`src/shared/e1pm_pkg.sv`:
```
// Constants and types shared by the E1 receive error counter bank
package e1pm_pkg;
    // AXI4-Lite address width and register index width
    localparam int AXI_AW = 18;
    localparam int IDX_W = 16;
    // Register indices; byte address is four times the index
    localparam logic [IDX_W-1:0] IDX_SYNC_HI = 16'h0905;
    localparam logic [IDX_W-1:0] IDX_SYNC_LO = 16'h0906;
    localparam logic [IDX_W-1:0] IDX_FEBE_HI = 16'h0907;
    localparam logic [IDX_W-1:0] IDX_FEBE_LO = 16'h0908;
    localparam logic [IDX_W-1:0] IDX_SLIP = 16'h0909;
    localparam logic [IDX_W-1:0] IDX_STATUS = 16'h0910;
    localparam logic [IDX_W-1:0] IDX_MASK = 16'h0911;
    // Counter widths
    localparam int SYNC_W = 16;
    localparam int FEBE_W = 16;
    localparam int SLIP_W = 8;
    // Event bit positions in status and mask
    localparam int EVT_N = 3;
    localparam int EVT_SYNC = 0;
    localparam int EVT_FEBE = 1;
    localparam int EVT_SLIP = 2;
    // Values after reset
    localparam logic [15:0] CNT_RESET = 16'h0000;
    localparam logic [EVT_N-1:0] MASK_RESET = 3'h0;
    localparam logic [EVT_N-1:0] STATUS_RESET = 3'h0;
    // AXI response codes
    localparam logic [1:0] RESP_OKAY = 2'h0;
    localparam logic [1:0] RESP_SLVERR = 2'h2;
    localparam logic [1:0] RESP_DECERR = 2'h3;
    // Register selected by a bus address
    typedef enum logic [2:0] {
        SEL_NONE = 3'b000,
        SEL_SYNC_HI = 3'b001,
        SEL_SYNC_LO = 3'b010,
        SEL_FEBE_HI = 3'b011,
        SEL_FEBE_LO = 3'b100,
        SEL_SLIP = 3'b101,
        SEL_STATUS = 3'b110,
        SEL_MASK = 3'b111
    } e1pm_sel_t;
endpackage

```
`src/shared/e1pm_cnt_if.sv`:
```
// Control and read-back lines between the bank and one counter
`timescale 1ns/1ps
interface e1pm_cnt_if;
    logic inc;
    logic snap;
    logic clear;
    logic [7:0] rd_hi;
    logic [7:0] rd_lo;
    modport bank (output inc, output snap, output clear,
                  input rd_hi, input rd_lo);
    modport cnt (input inc, input snap, input clear,
                 output rd_hi, output rd_lo);
endinterface

```
`src/rtl/e1pm_counter.sv`:
```
// Saturating clear-on-read event counter with upper/lower byte view
`timescale 1ns/1ps
module e1pm_counter
    import e1pm_pkg::*;
#(
    parameter int WIDTH = FEBE_W
)
(
    input wire logic aclk,
    input wire logic aresetn,
    e1pm_cnt_if.cnt cnt_if
);
    // Two-byte counters keep a shadow between the byte reads
    localparam bit SPLIT = (WIDTH > 8);

    if (WIDTH != 8 && WIDTH != 16)
    begin : g_chk
        $error("e1pm_counter: WIDTH must be 8 or 16");
    end

    logic [WIDTH-1:0] count_r;   // Live count
    logic [WIDTH-1:0] count_nxt; // Next live count
    logic [WIDTH-1:0] shadow_r;  // Count seen by upper-byte read
    logic armed_r;               // Upper byte read, lower pending
    logic clear_eff;             // Clear that really takes effect
    logic [WIDTH-1:0] base;      // Count after any clear
    logic [15:0] wide;           // Count widened for the byte view

    // Add one unless already all ones
    function automatic logic [WIDTH-1:0] sat_inc(
        input logic [WIDTH-1:0] v,
        input logic inc);
        sat_inc = (inc && v != '1) ? v + 1'b1 : v;
    endfunction

    // ==========================================================
    // Next count
    // ==========================================================
    always_comb
    begin
        clear_eff = cnt_if.clear && (!SPLIT || armed_r);
        // Keep events that came after the upper-byte read
        base = count_r;
        if (clear_eff)
            base = SPLIT ? count_r - shadow_r : '0;
        count_nxt = sat_inc(base, cnt_if.inc);
    end

    // Live count
    always_ff @(posedge aclk)
    begin
        if (!aresetn)
            count_r <= WIDTH'(CNT_RESET);
        else
            count_r <= count_nxt;
    end

    // Shadow and pending flag for ordered byte reads
    always_ff @(posedge aclk)
    begin
        if (!aresetn)
        begin
            shadow_r <= WIDTH'(CNT_RESET);
            armed_r <= 1'b0;
        end
        else if (cnt_if.snap && SPLIT)
        begin
            shadow_r <= count_r;
            armed_r <= 1'b1;
        end
        else if (cnt_if.clear)
            armed_r <= 1'b0;
    end

    // Byte view; lower byte comes from the shadow when pending
    assign wide = 16'(count_r);
    assign cnt_if.rd_hi = SPLIT ? wide[15:8] : 8'h00;
    assign cnt_if.rd_lo = armed_r ? shadow_r[7:0] : count_r[7:0];
endmodule

```
`src/rtl/e1pm_irq.sv`:
```
// Sticky event status, mask and level interrupt
`timescale 1ns/1ps
module e1pm_irq
    import e1pm_pkg::*;
#(
    parameter int N = EVT_N
)
(
    input wire logic aclk,
    input wire logic aresetn,
    input wire logic [N-1:0] evt,
    input wire logic rd_clr,
    input wire logic wr_mask,
    input wire logic [N-1:0] wr_data,
    output logic [N-1:0] status,
    output logic [N-1:0] mask,
    output logic irq
);
    if (N != EVT_N)
    begin : g_chk
        $error("e1pm_irq: N must match the event count");
    end

    // Sticky bits; a new event wins over the clearing read
    always_ff @(posedge aclk)
    begin
        if (!aresetn)
            status <= STATUS_RESET;
        else
            status <= (rd_clr ? '0 : status) | evt;
    end

    // Mask, written by software
    always_ff @(posedge aclk)
    begin
        if (!aresetn)
            mask <= MASK_RESET;
        else if (wr_mask)
            mask <= wr_data;
    end

    // Level interrupt while any unmasked bit is set
    assign irq = |(status & mask);
endmodule

```
`src/rtl/e1pm_bank.sv`:
```
// E1 receive error counter bank with AXI4-Lite register port
//
// Notes on behaviour
// - counters restart from zero after read
// - sync error count sixteen bits, two bytes
// - sync error counter steps per framer error
// - upper then lower read clears count
// - far-end count sixteen bits, two bytes
// - far-end counter steps on zero E-bit
// - no far-end counting while frame/CRC lost
// - signalling multiframe loss keeps far-end counting
// - slip counter eight bits, counts every slip
// - frame repeat or discard is one slip
//
// Design decision made here: the AXI4-Lite interface to the registers.
`timescale 1ns/1ps
module e1pm_bank
    import e1pm_pkg::*;
(
    input wire logic aclk,
    input wire logic aresetn,
    // AXI4-Lite write address
    input wire logic awvalid,
    output logic awready,
    input wire logic [AXI_AW-1:0] awaddr,
    // AXI4-Lite write data
    input wire logic wvalid,
    output logic wready,
    input wire logic [31:0] wdata,
    input wire logic [3:0] wstrb,
    // AXI4-Lite write response
    output logic bvalid,
    input wire logic bready,
    output logic [1:0] bresp,
    // AXI4-Lite read address
    input wire logic arvalid,
    output logic arready,
    input wire logic [AXI_AW-1:0] araddr,
    // AXI4-Lite read data
    output logic rvalid,
    input wire logic rready,
    output logic [31:0] rdata,
    output logic [1:0] rresp,
    // Receive framer events, same clock
    input wire logic sync_bit_error,
    input wire logic e_bit_strobe,
    input wire logic e_bit_value,
    input wire logic frame_align_lost,
    input wire logic crc_mf_align_lost,
    // Receive slip buffer events, same clock
    input wire logic slip_repeat,
    input wire logic slip_delete,
    // Interrupt
    output logic irq
);
    // ==========================================================
    // Declarations
    // ==========================================================
    logic aw_held_r;              // Write address taken
    logic w_held_r;               // Write data taken
    logic [AXI_AW-1:0] awaddr_r;  // Held write address
    logic [31:0] wdata_r;         // Held write data
    logic [3:0] wstrb_r;          // Held byte strobes
    logic bvalid_r;               // Write answer pending
    logic [1:0] bresp_r;          // Write answer code
    logic rvalid_r;               // Read answer pending
    logic [31:0] rdata_r;         // Read data
    logic [1:0] rresp_r;          // Read answer code
    logic rd_fire;                // Read address taken now
    logic wr_fire;                // Write performed now
    e1pm_sel_t rd_sel;            // Register being read
    e1pm_sel_t wr_sel;            // Register being written
    logic [7:0] rd_byte;          // Byte returned by the read
    logic febe_evt;               // Qualified far-end block error
    logic slip_evt;               // One slip of the receive buffer
    logic [EVT_N-1:0] evt;        // Events to status
    logic [EVT_N-1:0] status;     // Sticky status
    logic [EVT_N-1:0] mask;       // Interrupt mask

    // Counter links
    e1pm_cnt_if sync_if();
    e1pm_cnt_if febe_if();
    e1pm_cnt_if slip_if();

    // Map a byte address to the register it selects
    function automatic e1pm_sel_t decode(
        input logic [AXI_AW-1:0] addr);
        logic [IDX_W-1:0] idx;
        idx = addr[AXI_AW-1:2];
        unique case (idx)
            IDX_SYNC_HI: decode = SEL_SYNC_HI;
            IDX_SYNC_LO: decode = SEL_SYNC_LO;
            IDX_FEBE_HI: decode = SEL_FEBE_HI;
            IDX_FEBE_LO: decode = SEL_FEBE_LO;
            IDX_SLIP: decode = SEL_SLIP;
            IDX_STATUS: decode = SEL_STATUS;
            IDX_MASK: decode = SEL_MASK;
            default: decode = SEL_NONE;
        endcase
    endfunction

    // ==========================================================
    // Event qualification
    // ==========================================================
    // Far-end error only with frame and CRC alignment held;
    // signalling multiframe loss is deliberately not a term
    assign febe_evt = e_bit_strobe && !e_bit_value
                      && !frame_align_lost && !crc_mf_align_lost;
    // Repeat and discard are both one slip
    assign slip_evt = slip_repeat || slip_delete;

    assign evt[EVT_SYNC] = sync_bit_error;
    assign evt[EVT_FEBE] = febe_evt;
    assign evt[EVT_SLIP] = slip_evt;

    // ==========================================================
    // Counters
    // ==========================================================
    // Increment requests
    assign sync_if.inc = sync_bit_error;
    assign febe_if.inc = febe_evt;
    assign slip_if.inc = slip_evt;

    // Upper-byte read takes the snapshot
    assign sync_if.snap = rd_fire && rd_sel == SEL_SYNC_HI;
    assign febe_if.snap = rd_fire && rd_sel == SEL_FEBE_HI;
    assign slip_if.snap = 1'b0;

    // Lower-byte read after the upper byte, or single read, clears
    assign sync_if.clear = rd_fire && rd_sel == SEL_SYNC_LO;
    assign febe_if.clear = rd_fire && rd_sel == SEL_FEBE_LO;
    assign slip_if.clear = rd_fire && rd_sel == SEL_SLIP;

    // Synchronization bit error count
    e1pm_counter #(
        .WIDTH(SYNC_W)
    ) u_sync (
        .aclk(aclk),
        .aresetn(aresetn),
        .cnt_if(sync_if)
    );

    // Far-end block error count
    e1pm_counter #(
        .WIDTH(FEBE_W)
    ) u_febe (
        .aclk(aclk),
        .aresetn(aresetn),
        .cnt_if(febe_if)
    );

    // Receive slip count
    e1pm_counter #(
        .WIDTH(SLIP_W)
    ) u_slip (
        .aclk(aclk),
        .aresetn(aresetn),
        .cnt_if(slip_if)
    );

    // ==========================================================
    // Status, mask and interrupt
    // ==========================================================
    e1pm_irq #(
        .N(EVT_N)
    ) u_irq (
        .aclk(aclk),
        .aresetn(aresetn),
        .evt(evt),
        .rd_clr(rd_fire && rd_sel == SEL_STATUS),
        .wr_mask(wr_fire && wr_sel == SEL_MASK && wstrb_r[0]),
        .wr_data(wdata_r[EVT_N-1:0]),
        .status(status),
        .mask(mask),
        .irq(irq)
    );

    // ==========================================================
    // Read channel
    // ==========================================================
    // One read at a time; address taken only when idle
    assign arready = !rvalid_r;
    assign rd_fire = arvalid && arready;
    assign rd_sel = decode(araddr);

    // Byte seen by the current read
    always_comb
    begin
        unique case (rd_sel)
            SEL_NONE: rd_byte = 8'h00;
            SEL_SYNC_HI: rd_byte = sync_if.rd_hi;
            SEL_SYNC_LO: rd_byte = sync_if.rd_lo;
            SEL_FEBE_HI: rd_byte = febe_if.rd_hi;
            SEL_FEBE_LO: rd_byte = febe_if.rd_lo;
            SEL_SLIP: rd_byte = slip_if.rd_lo;
            SEL_STATUS: rd_byte = 8'(status);
            SEL_MASK: rd_byte = 8'(mask);
        endcase
    end

    // Read answer one cycle after the address is taken
    always_ff @(posedge aclk)
    begin
        if (!aresetn)
        begin
            rvalid_r <= 1'b0;
            rdata_r <= 32'h00000000;
            rresp_r <= RESP_OKAY;
        end
        else if (rd_fire)
        begin
            rvalid_r <= 1'b1;
            rdata_r <= {24'h000000, rd_byte};
            // Unmapped address answers with a decode error
            rresp_r <= (rd_sel == SEL_NONE) ? RESP_DECERR : RESP_OKAY;
        end
        else if (rready)
            rvalid_r <= 1'b0;
    end

    assign rvalid = rvalid_r;
    assign rdata = rdata_r;
    assign rresp = rresp_r;

    // ==========================================================
    // Write channel
    // ==========================================================
    // Address and data taken in either order, held until used
    assign awready = !aw_held_r && !bvalid_r;
    assign wready = !w_held_r && !bvalid_r;
    assign wr_fire = aw_held_r && w_held_r && !bvalid_r;
    assign wr_sel = decode(awaddr_r);

    // Write address holding
    always_ff @(posedge aclk)
    begin
        if (!aresetn)
        begin
            aw_held_r <= 1'b0;
            awaddr_r <= '0;
        end
        else if (awvalid && awready)
        begin
            aw_held_r <= 1'b1;
            awaddr_r <= awaddr;
        end
        else if (wr_fire)
            aw_held_r <= 1'b0;
    end

    // Write data holding
    always_ff @(posedge aclk)
    begin
        if (!aresetn)
        begin
            w_held_r <= 1'b0;
            wdata_r <= 32'h00000000;
            wstrb_r <= 4'h0;
        end
        else if (wvalid && wready)
        begin
            w_held_r <= 1'b1;
            wdata_r <= wdata;
            wstrb_r <= wstrb;
        end
        else if (wr_fire)
            w_held_r <= 1'b0;
    end

    // Write answer; only the mask is writable
    always_ff @(posedge aclk)
    begin
        if (!aresetn)
        begin
            bvalid_r <= 1'b0;
            bresp_r <= RESP_OKAY;
        end
        else if (wr_fire)
        begin
            bvalid_r <= 1'b1;
            if (wr_sel == SEL_NONE)
                bresp_r <= RESP_DECERR;
            else if (wr_sel == SEL_MASK)
                bresp_r <= RESP_OKAY;
            else
                bresp_r <= RESP_SLVERR; // Counters are read-only
        end
        else if (bready)
            bvalid_r <= 1'b0;
    end

    assign bvalid = bvalid_r;
    assign bresp = bresp_r;
endmodule

```
`config.mk`:
```
export PLATFORM = sky130hd
export DESIGN_NAME = e1pm_bank
export DESIGN_NICKNAME = d
export VERILOG_FILES = /design/src/shared/e1pm_pkg.sv /design/src/shared/e1pm_cnt_if.sv /design/src/rtl/e1pm_counter.sv /design/src/rtl/e1pm_irq.sv /design/src/rtl/e1pm_bank.sv
export SDC_FILE = /design/constraint.sdc
export NUM_CORES = 1
export LEC_CHECK = 0
export BUFFER_PORTS_ARGS = -buffer_cell sky130_fd_sc_hd__buf_2
export CORE_MARGIN = 2
export CORE_UTILIZATION = 55
export DETAILED_ROUTE_END_ITERATION = 10
export PLACE_DENSITY_LB_ADDON = 0.08
export SYNTH_ARGS = -nofsm -noshare
export SYNTH_HDL_FRONTEND = slang
export SYNTH_HIERARCHICAL = 1
export SYNTH_SLANG_ARGS = --single-unit
```
`constraint.sdc`:
```
create_clock -name aclk -period 6.3 [get_ports aclk]
set_clock_uncertainty 0.2 [all_clocks]
set_input_delay 0.63 -clock aclk [delete_from_list [all_inputs] [get_ports aclk]]
set_output_delay 0.63 -clock aclk [all_outputs]
set_load 0.1 [all_outputs]
```
==> out/metrics.csv, run 1 <==
stage,metric,value,unit
run_status,status,"finished, final reports clean",
global_route,grt ovf,0,
clock_tree,cts bufs inserted,17,
pwr,Seq pwr share,38.3,%
floorplanning,die width,128,um
critical_path,family with the most delay on the worst path,simple AND/OR/NAND/NOR gates,
worst_hold_path,Hold EP,awaddr_r[8]$_SDFFE_PN0P_,
clock_tree,Skew-Pair Late Insertion Delay,0.43,ns
yosys,Synth Warn #,6,
clock_tree,postcts setup bufs,0,
sta,Tightest Pin Transition,1.19,ns
floorplanning,DIE HEIGHT,128,um
yosys,cells after synthesis,1044,
critical_path,reg-to-reg setup timing slack,2.32,ns
worst_hold_path,class of the worst hold path,in -> reg,
pwr,pwr dens,213,nW/um2
finish,Layout fillers,1394,
floorplanning,full die area,16500,um2
global_route,largest net degree at the start of global routing,68,
sta,RSZ-0062 raised after global routing,no,
yosys,Post-Syn Area,8490,um2
pwr,leakage,3.63,nW
pwr,switching share of power,29.1,%
finish,fin nets,1193,
clock_tree,clock buffer depth,2,
yosys,Syn Area/Cell,8.14,um2
critical_path,slowest CP cell,nor4_1,
placement,area post-placement,8670,um2
clock_tree,clk slew on worst S/H paths,0.06,ns
placement,cell count after placement,1240,
critical_path,CP max FO,12,
critical_path,Worst path max stage delay,0.65,ns
routing,WL final,21300,um
critical_path,CP endpoint kind,flip-flop,
placement,# port buffers,67,
placement,Placer Congestion,0.914,
pwr,NetSw,575,uW
finish,final non-filler cell total,1272,
floorplanning,Core Box Area,15100,um2
sta,Final Hold Viols,0,
finish,share of cells above drive strength 1,16.1,%
routing,Avg WL per Cell,16.7,um
clock_tree,clock sinks,115,
sta,Max Clock Freq,213,MHz
floorplanning,Rows,45,
critical_path,worst r2r path cells,10,
finish,area grow syn2layout,9.19,%
critical_path,Worst Path Arrival,4.81,ns
routing,DR iter-0 viols,529,
sta,Final setup violation count,0,
sta,Rel. slew slack,20.7,%
floorplanning,I/O pin total,128,
global_route,vias in the first global route,6800,
finish,Sequential Area,2300,um2
critical_path,critical path class,in -> reg,
floorplanning,Starting Density,56.1,%
clock_tree,Hold Buf Count CTS,0,
routing,via density per instance,5.96,
finish,final instance area,9270,um2
critical_path,RR Endpoint,u_febe/count_r[13]$_SDFF_PN0_,
critical_path,sequence of cells on the critical path,buf_2 -> nor3_4 -> nand3_2 -> nor2_1 -> nand2_1 -> a21oi_1 -> and2_1 -> nand3_1 -> o32ai_1 -> nand4_1 -> nor4_1 -> a311oi_1 -> a41o_1,
global_route,Total GRT Usage,26.2,%
sta,setup TNS,0,ns
critical_path,"Buf+Inv Stages, Crit Path",1,
critical_path,crit path launch,araddr[7],
clock_tree,Max H-tree Level,4,
finish,area occupied by multi-input gates,5530,um2
sta,Hold Worst Slack,0.238,ns
critical_path,CP startpoint kind,input pin,
job,max cap viols,0,
global_route,first-pass GRT wire length,34200,um
clock_tree,Root Driver,clkbuf_16,
pwr,Peak VDD IR,206,uV
worst_hold_path,hold_sp,awaddr[8],
sta,Final Cycle Share,74.4,%
global_route,initial antenna violation count,0,
routing,Final ANT Viol Nets,0,
sta,Final Slew Violations,0,
sta,min Tclk post-route,4.69,ns
pwr,Clock power frac,50.2,%
routing,Detailed Routing Iterations Pass 1,6,
placement,Post-DP HPWL,15300,um
finish,fin util,61.2,%
clock_tree,TritonCTS clock tree,yes,
finish,antenna diode count,0,
routing,detailed-route DRC error count,0,
critical_path,CP Data Required Time,6.42,ns
worst_hold_path,worst hold path depth,3,
clock_tree,post-CTS sizing,0,
critical_path,worst r2r src,rvalid$_SDFFE_PN0P_,
pwr,Logic pwr share,11.5,%
routing,DR vias,7587,
pwr,internal power,1.40,mW
-- worst reg2reg max path, cell delays in order (launching register included) --
cell      delay [ns]
dfxtp_1         0.34
nor2b_1         0.40
nand2_1         0.17
a21oi_1         0.24
and2_1          0.56
nand3_1         0.22
o32ai_1         0.47
nand4_1         0.21
nor4_1          0.65
a311oi_1        0.18
a41o_1          0.24
-- cells in the final DEF (no fill, tap or decap), types with 28 or more instances in the layout --
master,count
o21ai_0,30
nor2_1,75
a21oi_1,53
nor3_1,28
mux2i_1,58
dfxtp_1,115
inv_1,55
nand2_1,118
ha_1,34
nand3_1,32
buf_2,67
-- area by class of cell --
cell class	count	area share, %
multi-input combinational	805	59.6
clock inverter	14	1.79
sequential	115	24.8
tap	188	2.54
inverter	58	2.35
clock buffer	18	4.74
timing repair buffer	74	4.18
-- through the flow --
step	power (mW)	worst slack, ns
floorplan	0.964	2.27
global placement	0.997	1.26
detailed placement	0.998	1.19
CTS	1.99	1.66
global route	2.04	1.08
finish	1.98	1.61
-- state kept, by name (all words and copies together), names as in the netlist --
name             cells
aw_held_r            1
awaddr_r            16
bresp                2
bvalid               1
rdata                8
rresp                1
rvalid               1
u_febe/armed_r       1
u_febe/count_r      16
u_febe/shadow_r     16
u_irq/mask           3
u_irq/status         3
u_slip/count_r       8
u_sync/armed_r       1
u_sync/count_r      16
u_sync/shadow_r     16
w_held_r             1
wdata_r              3
wstrb_r              1
-- power groups by stage --
stage               Clock, mW  Sequential (mW)  Combinational [mW]
floorplan                   0            0.783               0.180
global placement            0            0.772               0.224
detailed placement          0            0.773               0.226
CTS                      1.01            0.757               0.227
global route             1.04            0.759               0.243
finish                  0.992            0.757               0.227
-- worst max-delay path by stage --
stage,end,slack [ns],cells after the start
after floorplan,u_sync/count_r[12]$_SDFF_PN0_,2.27,13
after global placement,u_sync/count_r[4]$_SDFF_PN0_,1.26,12
after detailed placement,u_sync/count_r[4]$_SDFF_PN0_,1.19,12
after CTS,u_sync/count_r[4]$_SDFF_PN0_,1.66,12
after global routing,u_sync/count_r[4]$_SDFF_PN0_,1.08,12
final,u_febe/count_r[13]$_SDFF_PN0_,1.61,13
-- routing by layer --
layer  wire length (um)  GRT usage [%]  vias up  share of wire (%)
met5                  0              0        -                  0
li1                   -              -     3785                  -
met1              10500           37.5     3558                 49
met3               1150           4.01       22                5.4
met4                350           8.14        0                1.6
met2               9320           40.5      222                 44
Power figures use the tool's default switching activity.
==> run 2: changes to the inputs <==
Clock period 6.3 ns to 4.7 ns, I/O delays scaled along.
==> out/metrics.csv, run 2 (synthesis gave the netlist of run 1 again) <==
stage,metric,value,unit,change
clock_tree,clk slew on worst S/H paths,0.06,ns,about the same
global_route,grt ovf,0,,unchanged
routing,WL final,21200,um,-0.40%
finish,fin util,61.5,%,+0.31 points
clock_tree,Skew-Pair Late Insertion Delay,0.42,ns,about the same
critical_path,sequence of cells on the critical path,buf_2 -> nor4_4 -> nand3_2 -> nor4_4 -> and2_1 -> nand2_1 -> buf_4 -> or3_1 -> a211oi_1 -> a211oi_2 -> nor2b_1 -> o2111a_1 -> buf_4 -> or3_1 -> a21oi_1,,
global_route,initial antenna violation count,0,,unchanged
global_route,first-pass GRT wire length,33900,um,-0.89%
sta,Final setup violation count,0,,unchanged
placement,Placer Congestion,0.902,,-1.3%
run_status,status,"finished, final reports clean",,
clock_tree,clock buffer depth,2,,unchanged
pwr,internal power,1.76,mW,+26%
routing,Avg WL per Cell,16.5,um,-1.3%
placement,pre-CTS setup slack,0.228,ns,-0.964 ns
sta,Final Slew Violations,0,,unchanged
finish,most frequent cells in the layout,"nand2_1, dfxtp_1, nor2_1, buf_2, mux2i_1",,
sta,Rel. slew slack,29.2,%,+8.5 points
routing,via density per instance,5.88,,-1.3%
pwr,Clock power frac,47.4,%,-2.8 points
global_route,largest net degree at the start of global routing,66,,-2.9%
finish,"commonest non-fill, non-tap cell in the layout",nand2_1,,
sta,RSZ-0062 raised after global routing,no,,
clock_tree,post-CTS sizing,0,,unchanged
clock_tree,clock sinks,115,,unchanged
critical_path,family with the most delay on the worst path,simple AND/OR/NAND/NOR gates,,
finish,share of cells above drive strength 1,17.1,%,+0.92 points
critical_path,CP endpoint kind,flip-flop,,
pwr,Logic pwr share,12.2,%,+0.7 points
clock_tree,Max H-tree Level,4,,unchanged
pwr,Peak VDD IR,282,uV,+37%
routing,DR iter-0 viols,538,,+1.7%
clock_tree,postcts setup bufs,0,,unchanged
critical_path,Worst Path Arrival,4.18,ns,-0.63 ns
clock_tree,TritonCTS clock tree,yes,,
floorplanning,I/O pin total,128,,unchanged
critical_path,Worst path max stage delay,0.44,ns,-0.21 ns
pwr,switching share of power,29.9,%,+0.86 points
pwr,NetSw,752,uW,+31%
placement,Post-DP HPWL,15600,um,+1.9%
critical_path,"Buf+Inv Stages, Crit Path",3,,+2
routing,detailed-route DRC error count,0,,unchanged
job,max cap viols,0,,unchanged
critical_path,slowest CP cell,nor4_4,,
placement,# port buffers,67,,unchanged
floorplanning,Core Box Area,15100,um2,unchanged
clock_tree,Root Driver,clkbuf_16,,
pwr,Seq pwr share,40.4,%,+2.1 points
global_route,vias in the first global route,6617,,-2.7%
critical_path,critical path class,in -> reg,,
pwr,leakage,3.66,nW,+0.86%
placement,area post-placement,8780,um2,+1.3%
finish,Layout fillers,1407,,+0.93%
global_route,Total GRT Usage,25.9,%,-0.26 points
critical_path,reg-to-reg setup timing slack,0.89,ns,-1.43 ns
sta,min Tclk post-route,4.10,ns,
sta,Max Clock Freq,244,MHz,
finish,final instance area,9320,um2,+0.51%
floorplanning,Starting Density,56.1,%,unchanged
floorplanning,DIE HEIGHT,128,um,unchanged
floorplanning,full die area,16500,um2,unchanged
sta,Final Cycle Share,87.3,%,
critical_path,CP max FO,13,,+1
pwr,pwr dens,269,nW/um2,+26%
finish,area grow syn2layout,9.75,%,
finish,fin nets,1206,,+1.1%
finish,final non-filler cell total,1284,,+0.94%
sta,Tightest Pin Transition,1.06,ns,-0.128 ns
critical_path,CP startpoint kind,input pin,,
floorplanning,die width,128,um,unchanged
sta,Final Hold Viols,0,,unchanged
critical_path,CP Data Required Time,4.77,ns,-1.65 ns
clock_tree,Hold Buf Count CTS,0,,unchanged
sta,setup TNS,0,ns,unchanged
routing,DR vias,7556,,-0.41%
worst_hold_path,class of the worst hold path,in -> reg,,
floorplanning,Rows,45,,unchanged
routing,Detailed Routing Iterations Pass 1,5,,-1
sta,final worst setup slack,0.596,ns,-1.02 ns
placement,cell count after placement,1253,,+1.0%
clock_tree,cts bufs inserted,17,,unchanged
routing,Final ANT Viol Nets,0,,unchanged
finish,antenna diode count,0,,unchanged
-- run 2: cell types whose count changed in the layout (fill, tap and decap cells not counted) --
cell | previous run | this run
bufinv_16 | 2 | 0
inv_6 | 6 | 4
clkinv_4 | 4 | 3
clkinv_2 | 0 | 1
clkinvlp_4 | 1 | 5
inv_8 | 1 | 0
buf_12 | 0 | 1
buf_4 | 7 | 19
-- run 2: area by class of cell --
type | count | area (um2) | share of cell area (%)
clock buffer | 18 | 439 | 4.71
tap | 188 | 235 | 2.52
multi-input combinational | 805 | 5530 | 59.3
timing repair buffer | 87 | 498 | 5.34
clock inverter | 13 | 104 | 1.11
inverter | 58 | 218 | 2.34
sequential | 115 | 2300 | 24.7
-- run 2: power by group through the flow --
stage	registers [mW]	clock network [mW]	logic, mW
4_1_cts	1.01	1.21	0.305
3_5_place_dp	1.04	0	0.304
5_1_grt	1.02	1.26	0.327
2_1_floorplan	1.05	0	0.242
6_report	1.02	1.19	0.305
3_3_place_gp	1.04	0	0.303
-- run 2: tightest hold or removal path: stages --
cell and delay [ns]:
buf_2 0.09, nand2_1 0.05, a21boi_1 0.05
-- run 2: layer usage --
layer  up-vias  GRT usage [%]  part of all wire [%]
met5         -              0                     0
met4         0           8.14                   1.7
met3        28           4.34                   5.3
met1      3517           38.0                    50
met2       216           38.7                    43
li1       3795              -                     -
-- run 2: final timing paths --
path	startpoint	endpoint	cells after the start
worst min register to register	awaddr_r[7]$_SDFFE_PN0P_	awaddr_r[7]$_SDFFE_PN0P_	2
worst max-delay path	araddr[15]	u_sync/count_r[0]$_SDFF_PN0_	15
worst max register to register	u_sync/count_r[0]$_SDFF_PN0_	u_sync/count_r[15]$_SDFF_PN0_	13
worst min-delay path	awaddr[9]	awaddr_r[9]$_SDFFE_PN0P_	3
-- run 2: per-stage QoR --
stage | hold WS (ns) | total power, mW
finish | 0.0833 | 2.51
global route | 0.0798 | 2.60
CTS | 0.0748 | 2.53
detailed placement | 0.248 | 1.34
global placement | 0.243 | 1.34
floorplan | 0.235 | 1.29
==> run 3: changes to the inputs <==
Settings changed: PLACE_DENSITY set to 0.86, PLACE_DENSITY_LB_ADDON 0.08 to unset.
==> out/metrics.csv, run 3 (synthesis gave the netlist of run 1 again) <==
stage,metric,value,unit,change
run_status,status,"finished, final reports clean",,
sta,Tightest Pin Transition,1.19,ns,+0.126 ns
global_route,largest net degree at the start of global routing,66,,unchanged
sta,Final Cycle Share,91.2,%,+3.9 points
clock_tree,clk slew on worst S/H paths,0.06,ns,about the same
finish,Layout fillers,1232,,-12%
sta,Final Slew Violations,0,,unchanged
routing,WL final,22500,um,+6.1%
placement,Placer Congestion,0.934,,+3.5%
finish,"commonest non-fill, non-tap cell in the layout",nand2_1,,
critical_path,family with the most delay on the worst path,simple AND/OR/NAND/NOR gates,,
sta,Final Hold Viols,0,,unchanged
floorplanning,Rows,45,,unchanged
clock_tree,clock sinks,115,,unchanged
critical_path,sequence of cells on the critical path,buf_2 -> nor4_4 -> nand3_2 -> nor4_4 -> and2_1 -> nand2_1 -> buf_4 -> a221o_2 -> o21ai_2 -> nor2_1 -> o2111a_1 -> or4_1 -> a21oi_1,,
routing,Avg WL per Cell,17.5,um,+6.1%
finish,Sequential Area,2300,um2,unchanged
critical_path,Worst path max stage delay,0.57,ns,+0.13 ns
critical_path,critical path class,in -> reg,,
routing,via density per instance,6.21,,+5.6%
sta,RSZ-0062 raised after global routing,no,,
global_route,grt ovf,0,,unchanged
sta,min Tclk post-route,4.29,ns,+0.183 ns
placement,# port buffers,67,,unchanged
floorplanning,I/O pin total,128,,unchanged
clock_tree,clock buffer depth,2,,unchanged
pwr,switching share of power,28.7,%,-1.2 points
routing,detailed-route DRC error count,0,,unchanged
floorplanning,full die area,16500,um2,unchanged
finish,share of cells above drive strength 1,17.1,%,unchanged
sta,Final setup violation count,0,,unchanged
pwr,Logic pwr share,11.7,%,-0.5 points
critical_path,CP Data Required Time,4.84,ns,+0.07 ns
critical_path,CP endpoint kind,flip-flop,,
routing,WL met1,9850,um,-6.9%
routing,DR vias,7978,,+5.6%
pwr,pwr dens,283,nW/um2,+4.9%
routing,DR top layer,met4,,
floorplanning,Starting Density,56.1,%,unchanged
floorplanning,DIE HEIGHT,128,um,unchanged
clock_tree,cts bufs inserted,17,,unchanged
clock_tree,Root Driver,clkbuf_16,,
finish,antenna diode count,0,,unchanged
pwr,NetSw,760,uW,+1.1%
floorplanning,Core Box Area,15100,um2,unchanged
clock_tree,Skew-Pair Late Insertion Delay,0.42,ns,about the same
routing,DR iter-0 viols,765,,+42%
finish,most frequent cells in the layout,"nand2_1, dfxtp_1, nor2_1, buf_2, mux2i_1",,
routing,Final ANT Viol Nets,0,,unchanged
routing,Detailed Routing Iterations Pass 1,7,,+2
critical_path,CP max FO,17,,+4
clock_tree,TritonCTS clock tree,yes,,
global_route,vias in the first global route,7368,,+11%
routing,WL met2,10500,um,+15%
critical_path,Worst Path Arrival,4.43,ns,+0.25 ns
pwr,Clock power frac,49.8,%,+2.4 points
pwr,leakage,3.68,nW,+0.63%
clock_tree,Hold Buf Count CTS,0,,unchanged
pwr,total power draw,2.65,mW,+5.3%
sta,setup TNS,0,ns,unchanged
finish,area grow syn2layout,10.2,%,
global_route,initial antenna violation count,0,,unchanged
pwr,Peak VDD IR,294,uV,+4.2%
pwr,Seq pwr share,38.4,%,-2.0 points
clock_tree,Max H-tree Level,4,,unchanged
finish,area occupied by multi-input gates,5530,um2,unchanged
critical_path,slowest CP cell,or4_1,,
critical_path,"Buf+Inv Stages, Crit Path",2,,-1
critical_path,CP startpoint kind,input pin,,
pwr,internal power,1.88,mW,+7.1%
global_route,Total GRT Usage,27.6,%,+1.7 points
clock_tree,post-CTS sizing,0,,unchanged
job,max cap viols,0,,unchanged
global_route,first-pass GRT wire length,36400,um,+7.4%
routing,met3 wire length,1430,um,+28%
placement,Post-DP HPWL,15900,um,+1.6%
critical_path,"most used cell, CP",nor4_4,,
floorplanning,die width,128,um,unchanged
finish,fin nets,1205,,-0.083%
worst_hold_path,class of the worst hold path,in -> reg,,
clock_tree,postcts setup bufs,0,,unchanged
sta,Rel. slew slack,20.8,%,-8.4 points
sta,Max Clock Freq,233,MHz,-4.3%
## run 3: path summary, 6_finish.rpt
path                                start                      endpoint  slack [ns]  cells after the start
max reg2reg  u_sync/count_r[0]$_SDFF_PN0_  u_sync/count_r[4]$_SDFF_PN0_        0.85                     13
max                            araddr[15]  u_sync/count_r[7]$_SDFF_PN0_        0.41                     13
min reg2reg      awaddr_r[9]$_SDFFE_PN0P_      awaddr_r[9]$_SDFFE_PN0P_        0.26                      2
min                             awaddr[7]      awaddr_r[7]$_SDFFE_PN0P_        0.09                      3
## run 3: layout make-up
class,instances,share of cell area (%)
tap,188,2.51
multi-input combinational,805,59.0
inverter,58,2.33
sequential,115,24.6
clock inverter,13,1.59
clock buffer,19,4.84
timing repair buffer,86,5.11
## run 3: per-stage QoR
| stage | util (%) | hold WS (ns) | setup slack (ns) | area [um2] | std cells |
|---|---|---|---|---|---|
| 3_5_place_dp | 57.8 | 0.252 | 0.198 | 8760 | 1252 |
| 3_3_place_gp | 57.8 | 0.246 | 0.261 | 8760 | 1252 |
| 5_1_grt | 61.8 | 0.0977 | 0.221 | 9360 | 1284 |
| 6_report | 61.8 | 0.0876 | 0.413 | 9360 | 1284 |
| 4_1_cts | 61.8 | 0.0754 | 0.501 | 9360 | 1284 |
| 2_1_floorplan | - | 0.235 | 0.826 | 8580 | 1067 |
## run 3: tightest hold or removal path: stages
cell	delay [ns]
buf_2	0.10
nand2_1	0.04
a21boi_1	0.05
## run 3: power groups by stage
stage               sequential [mW]  combinational [mW]  clock (mW)
global route                   1.02               0.329        1.37
global placement               1.04               0.301           0
finish                         1.02               0.310        1.32
CTS                            1.02               0.308        1.33
floorplan                      1.05               0.242           0
detailed placement             1.04               0.305           0
## run 3: layer usage
layer	vias up	track usage, %
li1	3801	-
met1	3777	36.6
met2	346	45.0
met3	54	4.80
met4	0	10.3
met5	-	0
